### config.mk
export PLATFORM = sky130hd
export DESIGN_NAME = nesr_top
export DESIGN_NICKNAME = d
export VERILOG_FILES = /design/src/nesr_sync.v /design/src/nesr_unlock.v /design/src/nesr_top.v
export VERILOG_INCLUDE_DIRS = /design/src
export SDC_FILE = /design/constraint.sdc
export NUM_CORES = 1
export LEC_CHECK = 0
export ABC_AREA = 1
export BUFFER_PORTS_ARGS = -buffer_cell sky130_fd_sc_hd__buf_2
export CAP_MARGIN = 10
export CELL_PAD_IN_SITES_DETAIL_PLACEMENT = 1
export CELL_PAD_IN_SITES_GLOBAL_PLACEMENT = 2
export CORE_UTILIZATION = 21
export CTS_CLUSTER_SIZE = 40
export DETAILED_ROUTE_END_ITERATION = 10
export PLACE_DENSITY = 0.87
export SYNTH_ARGS = -nofsm -noshare
export SYNTH_HDL_FRONTEND = slang
export SYNTH_SLANG_ARGS = --single-unit
### constraint.sdc
create_clock -name sys_clk_i -period 1.11 [get_ports sys_clk_i]
set_input_delay 0.222 -clock sys_clk_i [delete_from_list [all_inputs] [get_ports sys_clk_i]]
set_output_delay 0.222 -clock sys_clk_i [all_outputs]
set_load 0.1 [all_outputs]
### src/nesr_defines.vh
// Constants for the node error status and link reset block.
// Assumes inclusion by bare name from each design file of the block that uses its constants.
`ifndef NESR_DEFINES_VH
`define NESR_DEFINES_VH

// ----------------------------------------------------------------------
// Register map (byte addresses on the processor memory bus)
// ----------------------------------------------------------------------
`define NESR_ID_BASE        32'h0000_0000
`define NESR_ID_COUNT       3'h7
`define NESR_STATUS_ADDR    32'h0000_0080
`define NESR_RSTCTL_ADDR    32'h0000_00c0
`define NESR_MEM_TOP        32'h801f_ffff

// ----------------------------------------------------------------------
// Field positions and values
// ----------------------------------------------------------------------
`define NESR_ST_PROC_BIT    0
`define NESR_ST_ADDR_BIT    1
`define NESR_JMP_FAULT_BIT  0
`define NESR_JMP_EVENT_BIT  1
`define NESR_JMP_ANAL_BIT   2
`define NESR_UNLOCK_V0      8'h00
`define NESR_UNLOCK_V1      8'h01
`define NESR_UNLOCK_V2      8'h02
`define NESR_UNLOCK_V3      8'h03
`define NESR_RELEASE_V      8'h00

// ----------------------------------------------------------------------
// Reset values and timing
// ----------------------------------------------------------------------
`define NESR_ERR_RST        1'b0
`define NESR_MASK_RST       4'h0
`define NESR_CLK_MHZ        20
`define NESR_LINK_MBPS      8'h0a
`define NESR_MEM_ACCESS_NS  100
`define NESR_MEM_CYCLES     ((`NESR_MEM_ACCESS_NS * `NESR_CLK_MHZ + 999) / 1000)

`endif

### src/nesr_sync.v
// Two-flop synchroniser for a group of pin-level inputs.
// Assumes the inputs are levels that stay stable for several clock cycles.
`timescale 1ns/100ps

module nesr_sync #(
  parameter W = 1
) (
  input  wire         sys_clk_i,
  input  wire         rst_b_i,
  input  wire [W-1:0] async_i,
  output reg  [W-1:0] sync_o
);

  reg [W-1:0] meta_reg;

  always @(posedge sys_clk_i or negedge rst_b_i) begin
    if (!rst_b_i) begin
      meta_reg <= {W{1'b0}};
      sync_o   <= {W{1'b0}};
    end else begin
      meta_reg <= async_i;
      sync_o   <= meta_reg;
    end
  end

endmodule // nesr_sync

### src/nesr_unlock.v
// Unlock sequencer and link mask holder of the reset port.
// Assumes one write strobe per bus write, on the system clock.
`timescale 1ns/100ps
`include "nesr_defines.vh"

module nesr_unlock (
  input  wire       sys_clk_i,
  input  wire       rst_b_i,
  input  wire       wr_i,
  input  wire [7:0] data_i,
  output reg  [3:0] mask_o,
  output wire       open_o
);

  localparam [2:0] ST_LOCKED = 3'h0;
  localparam [2:0] ST_GOT0   = 3'h1;
  localparam [2:0] ST_GOT1   = 3'h2;
  localparam [2:0] ST_GOT2   = 3'h3;
  localparam [2:0] ST_OPEN   = 3'h4;
  localparam [2:0] ST_SEL    = 3'h5;

  reg [2:0] state_reg;
  reg [2:0] state_next;
  reg [3:0] mask_next;

  function is_onehot4;
    input [7:0] v;
    begin
      is_onehot4 = (v == 8'h01) || (v == 8'h02) || (v == 8'h04) || (v == 8'h08);
    end
  endfunction

  assign open_o = (state_reg == ST_OPEN);

  // Before ST_OPEN a wrong value restarts the sequence and a zero may itself begin a new one; ST_SEL ignores all but a zero.
  always @* begin
    state_next = state_reg;
    mask_next  = mask_o;
    if (wr_i) begin
      case (state_reg)
        ST_LOCKED: begin
          state_next = (data_i == `NESR_UNLOCK_V0) ? ST_GOT0 : ST_LOCKED;
        end
        ST_GOT0: begin
          if (data_i == `NESR_UNLOCK_V1) begin
            state_next = ST_GOT1;
          end else begin
            state_next = (data_i == `NESR_UNLOCK_V0) ? ST_GOT0 : ST_LOCKED;
          end
        end
        ST_GOT1: begin
          if (data_i == `NESR_UNLOCK_V2) begin
            state_next = ST_GOT2;
          end else begin
            state_next = (data_i == `NESR_UNLOCK_V0) ? ST_GOT0 : ST_LOCKED;
          end
        end
        ST_GOT2: begin
          if (data_i == `NESR_UNLOCK_V3) begin
            state_next = ST_OPEN;
          end else begin
            state_next = (data_i == `NESR_UNLOCK_V0) ? ST_GOT0 : ST_LOCKED;
          end
        end
        ST_OPEN: begin
          if (is_onehot4(data_i)) begin
            mask_next  = data_i[3:0];
            state_next = ST_SEL;
          end else begin
            state_next = ST_LOCKED;
          end
        end
        ST_SEL: begin
          if (data_i == `NESR_RELEASE_V) begin
            mask_next  = `NESR_MASK_RST;
            state_next = ST_LOCKED;
          end
        end
        default: begin
          state_next = ST_LOCKED;
          mask_next  = `NESR_MASK_RST;
        end
      endcase
    end
  end

  always @(posedge sys_clk_i or negedge rst_b_i) begin
    if (!rst_b_i) begin
      state_reg <= ST_LOCKED;
      mask_o    <= `NESR_MASK_RST;
    end else begin
      state_reg <= state_next;
      mask_o    <= mask_next;
    end
  end

endmodule // nesr_unlock

### src/nesr_top.v
// Node glue logic: error status, board identification, link reset port,
// error routing by jumpers and boot link selection.
// Assumes a single-cycle read or write strobe from the processor memory bus
// on sys_clk_i; all pins and jumpers arrive asynchronously.
// A jumper bit reads 1 when its A position is fitted, 0 for the B position.
// Link reset lines and link activity are active-high levels from buffers.
`timescale 1ns/100ps
`include "nesr_defines.vh"

module nesr_top #(
  // Board identification, seven bytes, byte 1 in bits 7:0. Value arbitrary.
  parameter [55:0] BOARD_ID = 56'h07_06_05_04_03_02_01
) (
  input  wire        sys_clk_i,
  input  wire        rst_b_i,
  input  wire [31:0] mem_addr_i,
  input  wire [31:0] mem_wdata_i,
  input  wire        mem_rd_i,
  input  wire        mem_wr_i,
  input  wire        proc_error_i,
  input  wire [3:0]  link_reset_in_i,
  input  wire [3:0]  link_rx_active_i,
  input  wire [2:0]  fault_routing_jumpers_i,
  output reg  [31:0] mem_rdata_o,
  output reg         mem_ack_o,
  output wire [3:0]  link_reset_out_o,
  output reg         node_reset_o,
  output reg         analyse_o,
  output reg         event_req_o,
  output reg         external_fault_input_o,
  output reg         serial_boot_setting_o,
  output reg  [1:0]  boot_link_o,
  output reg         boot_link_valid_o,
  output reg  [7:0]  link_rate_mbps_o,
  output reg  [3:0]  mem_access_cycles_o
);

  // --------------------------------------------------------------------
  // Pin synchronisers
  // --------------------------------------------------------------------
  wire [3:0] lrst_s;
  wire [3:0] rxact_s;
  wire [2:0] jmp_s;
  wire       perr_s;

  // Each pin group has a synchroniser of its own, so that one group can be
  // given a filter later without moving the timing of the others.
  nesr_sync #(.W(4)) u_sync_lrst (
    .sys_clk_i (sys_clk_i),
    .rst_b_i   (rst_b_i),
    .async_i   (link_reset_in_i),
    .sync_o    (lrst_s)
  );

  nesr_sync #(.W(4)) u_sync_rxact (
    .sys_clk_i (sys_clk_i),
    .rst_b_i   (rst_b_i),
    .async_i   (link_rx_active_i),
    .sync_o    (rxact_s)
  );

  nesr_sync #(.W(3)) u_sync_jmp (
    .sys_clk_i (sys_clk_i),
    .rst_b_i   (rst_b_i),
    .async_i   (fault_routing_jumpers_i),
    .sync_o    (jmp_s)
  );

  nesr_sync #(.W(1)) u_sync_perr (
    .sys_clk_i (sys_clk_i),
    .rst_b_i   (rst_b_i),
    .async_i   (proc_error_i),
    .sync_o    (perr_s)
  );

  wire lrst_any   = |lrst_s;
  wire jmp_fault  = jmp_s[`NESR_JMP_FAULT_BIT];
  wire jmp_event  = jmp_s[`NESR_JMP_EVENT_BIT];
  wire jmp_anal   = jmp_s[`NESR_JMP_ANAL_BIT];

  // --------------------------------------------------------------------
  // Local constants
  // --------------------------------------------------------------------
  // Full-width copies let decode and configuration take exactly the bits
  // they need instead of silently narrowing a wider constant.
  localparam [31:0] ID_BASE_W = `NESR_ID_BASE;
  localparam [31:0] MEM_CYC_W = `NESR_MEM_CYCLES;

  // --------------------------------------------------------------------
  // Address decode
  // --------------------------------------------------------------------
  function id_hit;
    input [31:0] a;
    begin
      id_hit = (a[31:5] == ID_BASE_W[31:5]) && (a[4:2] < `NESR_ID_COUNT) &&
               (a[1:0] == 2'h0);
    end
  endfunction

  function [7:0] id_byte;
    input [2:0] idx;
    begin
      case (idx)
        3'h0:    id_byte = BOARD_ID[7:0];
        3'h1:    id_byte = BOARD_ID[15:8];
        3'h2:    id_byte = BOARD_ID[23:16];
        3'h3:    id_byte = BOARD_ID[31:24];
        3'h4:    id_byte = BOARD_ID[39:32];
        3'h5:    id_byte = BOARD_ID[47:40];
        3'h6:    id_byte = BOARD_ID[55:48];
        default: id_byte = 8'h00;
      endcase
    end
  endfunction

  // The working memory sits at the bottom of the signed upper half; any
  // access in that half above its top is out of range.
  wire mem_access = mem_rd_i | mem_wr_i;
  wire addr_bad   = mem_access && mem_addr_i[31] && (mem_addr_i > `NESR_MEM_TOP);
  wire hit_id     = id_hit(mem_addr_i);
  wire hit_status = (mem_addr_i == `NESR_STATUS_ADDR);
  wire hit_rstctl = (mem_addr_i == `NESR_RSTCTL_ADDR);

  // --------------------------------------------------------------------
  // Error status
  // --------------------------------------------------------------------
  reg proc_err_reg;
  reg proc_err_next;
  reg addr_err_reg;
  reg addr_err_next;

  // A node reset from a link clears the latched errors, but an error seen
  // in that same cycle still sets its bit.
  always @* begin
    proc_err_next = lrst_any ? `NESR_ERR_RST : proc_err_reg;
    addr_err_next = lrst_any ? `NESR_ERR_RST : addr_err_reg;
    if (perr_s) begin
      proc_err_next = 1'b1;
    end
    if (addr_bad) begin
      addr_err_next = 1'b1;
    end
  end

  always @(posedge sys_clk_i or negedge rst_b_i) begin
    if (!rst_b_i) begin
      proc_err_reg <= `NESR_ERR_RST;
      addr_err_reg <= `NESR_ERR_RST;
    end else begin
      proc_err_reg <= proc_err_next;
      addr_err_reg <= addr_err_next;
    end
  end

  // --------------------------------------------------------------------
  // Reset port
  // --------------------------------------------------------------------
  nesr_unlock u_unlock (
    .sys_clk_i (sys_clk_i),
    .rst_b_i   (rst_b_i),
    .wr_i      (mem_wr_i & hit_rstctl),
    .data_i    (mem_wdata_i[7:0]),
    .mask_o    (link_reset_out_o),
    .open_o    ()
  );

  // --------------------------------------------------------------------
  // Bus read path
  // --------------------------------------------------------------------
  reg [31:0] rdata_next;

  always @* begin
    rdata_next = 32'h0000_0000;
    if (hit_id) begin
      rdata_next = {24'h00_0000, id_byte(mem_addr_i[4:2])};
    end else if (hit_status) begin
      rdata_next[`NESR_ST_PROC_BIT] = ~proc_err_reg;
      rdata_next[`NESR_ST_ADDR_BIT] = ~addr_err_reg;
    end
  end

  always @(posedge sys_clk_i or negedge rst_b_i) begin
    if (!rst_b_i) begin
      mem_rdata_o <= 32'h0000_0000;
      mem_ack_o   <= 1'b0;
    end else begin
      mem_ack_o   <= mem_access;
      if (mem_rd_i) begin
        mem_rdata_o <= rdata_next;
      end
    end
  end

  // --------------------------------------------------------------------
  // Error routing
  // --------------------------------------------------------------------
  // The fault input follows the latched address error, so the processor
  // sees it as a lasting internal error until the node is reset.
  reg addr_err_d_reg;
  reg fault_next;
  reg event_next;
  reg analyse_next;
  reg addr_err_rise;

  // Each jumper column picks its own response, so any mix of them, none
  // at all included, may be fitted at once.
  always @* begin
    addr_err_rise = addr_err_reg & ~addr_err_d_reg;
    fault_next    = 1'b0;
    event_next    = 1'b0;
    analyse_next  = 1'b0;
    if (jmp_fault) begin
      fault_next = addr_err_reg;
    end
    if (jmp_event) begin
      event_next = addr_err_rise;
    end
    if (jmp_anal) begin
      analyse_next = lrst_any;
    end
  end

  always @(posedge sys_clk_i or negedge rst_b_i) begin
    if (!rst_b_i) begin
      addr_err_d_reg         <= 1'b0;
      external_fault_input_o <= 1'b0;
      event_req_o            <= 1'b0;
      analyse_o              <= 1'b0;
      node_reset_o           <= 1'b0;
    end else begin
      addr_err_d_reg         <= addr_err_reg;
      external_fault_input_o <= fault_next;
      event_req_o            <= event_next;
      analyse_o              <= analyse_next;
      node_reset_o           <= lrst_any;
    end
  end

  // --------------------------------------------------------------------
  // Boot link selection
  // --------------------------------------------------------------------
  // All links have equal standing; only a true tie in one cycle falls back
  // to the lowest numbered link.
  function [1:0] first_link;
    input [3:0] act;
    begin
      if (act[0]) begin
        first_link = 2'h0;
      end else if (act[1]) begin
        first_link = 2'h1;
      end else if (act[2]) begin
        first_link = 2'h2;
      end else begin
        first_link = 2'h3;
      end
    end
  endfunction

  always @(posedge sys_clk_i or negedge rst_b_i) begin
    if (!rst_b_i) begin
      serial_boot_setting_o <= 1'b1;
      boot_link_o           <= 2'h0;
      boot_link_valid_o     <= 1'b0;
    end else if (lrst_any) begin
      serial_boot_setting_o <= 1'b1;
      boot_link_o           <= 2'h0;
      boot_link_valid_o     <= 1'b0;
    end else if (!boot_link_valid_o && (|rxact_s)) begin
      boot_link_o           <= first_link(rxact_s);
      boot_link_valid_o     <= 1'b1;
    end
  end

  // --------------------------------------------------------------------
  // Default configuration
  // --------------------------------------------------------------------
  always @(posedge sys_clk_i or negedge rst_b_i) begin
    if (!rst_b_i) begin
      link_rate_mbps_o    <= 8'h00;
      mem_access_cycles_o <= 4'h0;
    end else begin
      link_rate_mbps_o    <= `NESR_LINK_MBPS;
      mem_access_cycles_o <= MEM_CYC_W[3:0];
    end
  end

endmodule // nesr_top

Word level (Yosys, flattened, before mapping)
Index checks and enable logic that the tools add are counted.

storage, ports and cells
  register bits = 76
  latch bits = 0
  RAM bits = 0
  bits in read-only memories = 0
  input port bits = 80
  output and inout bits = 57
  word-level logic and storage cells = 101
  memories kept = 0

cells by class
  add/sub/neg operators = 0
  multiply operators = 0
  divide/modulo/power cells = 0
  magnitude comparators = 2
  equal/unequal tests = 20
  shifts and indexed selects = 0
  mux-type cells = 27
  bitwise gates (word level) = 7
  reduce and logical (&&, ||, !) cells = 22

operators by type and width
  kind                  number
  $eq 32x8->1 const B   2
  $gt 32x32->1 const B  1
  $logic_not 27->1      1
  $pmux 3 s7            1
  $pmux 3 s6            1
  $eq 8x2->1 const B    2
  $eq 3x3->1 const B    5
  $mux 3                5
  $eq 3x2->1 const B    4
  $mux 2                6
  $pmux 4 s3            1
  $reduce_or 4->1       3
  $mux 1                10
  $eq 8x1->1 const B    1
  $eq 8x3->1 const B    1
  $eq 8x4->1 const B    1
  $logic_not 8->1       1
  $mux 4                2
  $eq 3x1->1 const B    2
  $logic_not 3->1       2
  $mux 6                1
  $reduce_bool 2->1     3
  $logic_and 1x1->1     5
  $not 1->1             4
  10 further kinds      13

Depth between registers and ports, before layout
  depth in word-level cells = 6
  depth in mapped cells = 9
  mapped depth without buffers = 9

By module
Synthesis repeated with hierarchy kept, for this count alone.

second synthesis, totals
  cell total of the unflattened synthesis = 269
  area total of the unflattened synthesis = 2,359.8 µm²

modules (own cells, without submodules)
  module                       times used  cells each  area an instance (µm²)  seq. area each (µm²)
  nesr_top                     1           160         1,211.2                 375.4
  nesr_unlock                  1           85          548.0                   175.2
  nesr_sync (u_sync_lrst ...)  2           8           200.2                   200.2
  nesr_sync (u_sync_jmp)       1           6           150.1                   150.1
  nesr_sync (u_sync_perr)      1           2           50.0                    50.0

Least setup slack after synthesis
Ideal clock, no wire load.

  path type = register -> output
  start = reg link_rate_mbps_o[1] (netlist name)
  end = out link_rate_mbps_o[3]
  arrival = 1,341 ps
  required time = 888 ps
  slack = -453 ps
  stages on the path, launching flop included = 2
  buffers on the path = 1
  cell sequence = dfrtp_1 -> buf_4

RTL lines
  what              RTL line       source
  end: declaration  nesr_top.v:34  output reg [7:0] link_rate_mbps_o,

No word-level cell between the ends.

Final worst setup path
  start = reg link_rate_mbps_o[1] (netlist name)
  end = out link_rate_mbps_o[1]

No word-level cell between the ends.

==> flow_metrics.env <==
export IMPL_layout_cells_non_filler=539
export IMPL_diodes=0
export IMPL_rsz0062_at_grt="true"
export IMPL_cpPeakStageDelay_ns=0.52
export IMPL_power_mw=4.25
export IMPL_cts_buffers=5
export IMPL_cp_depth=1
export IMPL_crit_buf_inv=1
export IMPL_initial_utilization=0.218
export IMPL_syn2layout_area_growth_pct=48.5
export IMPL_fin_tns_setup_ns=-0.781
export IMPL_dp_cells=526
export IMPL_drt_iter0_drc=15
export IMPL_finalCriticalPeriod_ns=1.20
export IMPL_grt_pass1_wl_um=8810
export IMPL_endpoint_kind="primary output"
export IMPL_multi_input_area_sq_um=947
export IMPL_reg2reg_setup_slack_ns=-0.06
export IMPL_first_pass_iters=2
export IMPL_critPathSlowestCell="dfrtp_4"
export IMPL_hold_viol_final=0
export IMPL_avgSynthCellArea_sq_um=8.30
export IMPL_hold_class="in2reg"
export IMPL_via_per_inst=3.71
export IMPL_ir_worst_vdd_mv=0.746
export IMPL_drv_cap=0
export IMPL_root_buffer="clkbuf_16"
export IMPL_worst_slack_ns=-0.0887
export IMPL_skew_ns=0.00503
export IMPL_cp_max_fo=3
export IMPL_ant_nets=0
export IMPL_grt_max_degree=47
export IMPL_ys_ff_latch=46
export IMPL_ys_seq_area_frac=0.483
export IMPL_io_pins=137
export IMPL_synth_area_sq_mm=0.00238
export IMPL_cellLeakagePower_nw=1.82
export IMPL_cp_endpoint="link_rate_mbps_o[1]"
export IMPL_synth_edf_count=0
export IMPL_drv_slew=0
export IMPL_cp_startpoint="link_rate_mbps_o[1]"
export IMPL_ys_warn_count=0
export IMPL_fillCellCount=1349
export IMPL_max_clock_path_buffers=2
export IMPL_grt_pass1_vias=2063
export IMPL_startpoint_type="flip-flop"
export IMPL_fin_area_sq_mm=0.00354
export IMPL_utilization=0.323
export IMPL_path_cells="buf_12"
export IMPL_crit_arrival_ns=0.98
export IMPL_final_setup_viol_count=16
export IMPL_routedWlPerCell_um=9.94
export IMPL_path_class="reg2out"
export IMPL_cts_tree="yes"
export IMPL_num_vias=2001
export IMPL_max_freq_ghz=0.834
export IMPL_failed_checks="setup timing"
export IMPL_grt_overflow_total=0
export IMPL_hpwl_um=4570
export IMPL_rr_worst_depth=8
export IMPL_place_congestion=0.751
export IMPL_path_delay_family="flip-flops"
export IMPL_die_x_um=109
export IMPL_clock_sinks=46
export IMPL_clk_pin_slew_ns=0.06
export IMPL_core_sq_mm=0.0109
export IMPL_clkLatencyLatePin_ns=0.27
export IMPL_cts_max_level=2
export IMPL_port_buffers=73
export IMPL_wirelength_um=5360
export IMPL_timing_hold_ws_ns=0.0503
export IMPL_synthFlopType="dfrtp_1"
export IMPL_antenna_found_initial=0
export IMPL_drive_gt1_frac=0.426
export IMPL_dieArea_sq_mm=0.0118
export IMPL_yosys_cell_types_count=26
export IMPL_r2r_start="u_unlock.state_reg[0]"
export IMPL_die_h_um=109
export IMPL_dpl_worst_slack_ns=-0.278
export IMPL_hold_start="fault_routing_jumpers_i[0]"
export IMPL_grt_usage=0.0939
export IMPL_fp_row_count=38
export IMPL_async_flop_share=1.00
export IMPL_placed_area_sq_mm=0.00328
export IMPL_regArea_sq_mm=0.00117
export IMPL_min_period_over_period=1.08
export IMPL_powerDensity_mw_per_mm2=1200
export IMPL_synth_cells=287
export IMPL_route_detailed_drc=0
export IMPL_crit_required_ns=0.89
export IMPL_status="complete, but fails checks"
export IMPL_regToRegEndpoint="u_unlock.state_reg[2]"
export IMPL_layout_nets=479
==> how the worst min path moves through the flow <==
stage,end,slack (ns),cells after the start
2_1_floorplan,addr_err_d_reg,-0.07,0
3_3_place_gp,u_sync_lrst.sync_o[2],0.22,2
3_5_place_dp,u_sync_lrst.meta_reg[2],0.22,2
4_1_cts,u_sync_rxact.meta_reg[0],0.04,1
5_1_grt,u_sync_rxact.meta_reg[1],0.04,1
6_report,u_sync_jmp.meta_reg[0],0.05,1
==> cells by family (layout without fill, tap and decap cells) <==
kind of cell / after synthesis / after routing / share of synthesized area
XOR/XNOR: 1 / 1 / 0.00368
buffers and inverters: 89 / 163 / 0.205
flip-flops: 46 / 46 / 0.483
AND/OR/NAND/NOR: 136 / 136 / 0.270
AO/OA/AOI/OAI: 13 / 13 / 0.0352
other: 2 / 40 / 0.00315
==> synthesized netlist by cell type, types with 2 or more instances <==
master	n	share of area
nand2_1	63	0.099
nor3_1	6	0.013
dfrtp_1	46	0.48
conb_1	2	0.0032
nor2_1	32	0.050
inv_2	10	0.016
o22ai_1	5	0.013
nor2_4	3	0.014
nand2_2	3	0.0079
nor2_2	2	0.0053
inv_1	38	0.060
o21ai_0	2	0.0042
buf_4	41	0.13
nand3_1	15	0.032
o21bai_1	5	0.016
nand4_1	4	0.011
==> worst reg2reg max path, delay by kind of cell, from the launching register on <==
family	cells	cell delay, ns
simple gates	6	0.48
flops	1	0.40
buf+inv	2	0.23
==> timing repair <==
action	CTS	global route
setup buffers	1	4
pin swaps	8	12
hold endpoints to repair	46	0
gates resized for setup	6	20
hold buffers	1	0
setup endpoints to repair	15	27
==> layer usage <==
layer	up-vias	GRT usage	wire, um
li1	1012	-	-
met1	945	0.102	2090
met2	40	0.188	3100
met3	4	0.0121	127
met4	0	0.0232	38
met5	-	0	0
==> power breakdown <==
group	internal (mW)	switching, mW	total (mW)
logic	0.235	0.872	1.11
registers	1.74	0.0338	1.78
clock network	0.812	0.552	1.36
==> layout make-up <==
class,count,share of cell area
inverter,48,0.0516
clock buffer,5,0.0354
sequential,46,0.331
multi-input combinational,190,0.268
clock inverter,2,0.00283
tap,140,0.0495
timing repair buffer,108,0.261
==> cells in the final DEF (no fill, tap or decap), types with 2 or more instances in the layout <==
master     instances
nor3_2             4
buf_12            19
nor3_1             3
buf_2             55
nand2_2            4
inv_2             12
buf_4             30
dfrtp_1           33
o22ai_1            4
dfrtp_4            2
nand3_1           14
o21ai_2            2
o21bai_1           5
nor2_2             8
nand2_1           62
clkinv_2           2
inv_1             35
buf_6              3
nand4_1            4
nor2_4             4
clkbuf_16          5
conb_1            40
nor2_1            25
dfrtp_2           11
Power figures use the tool's default switching activity.
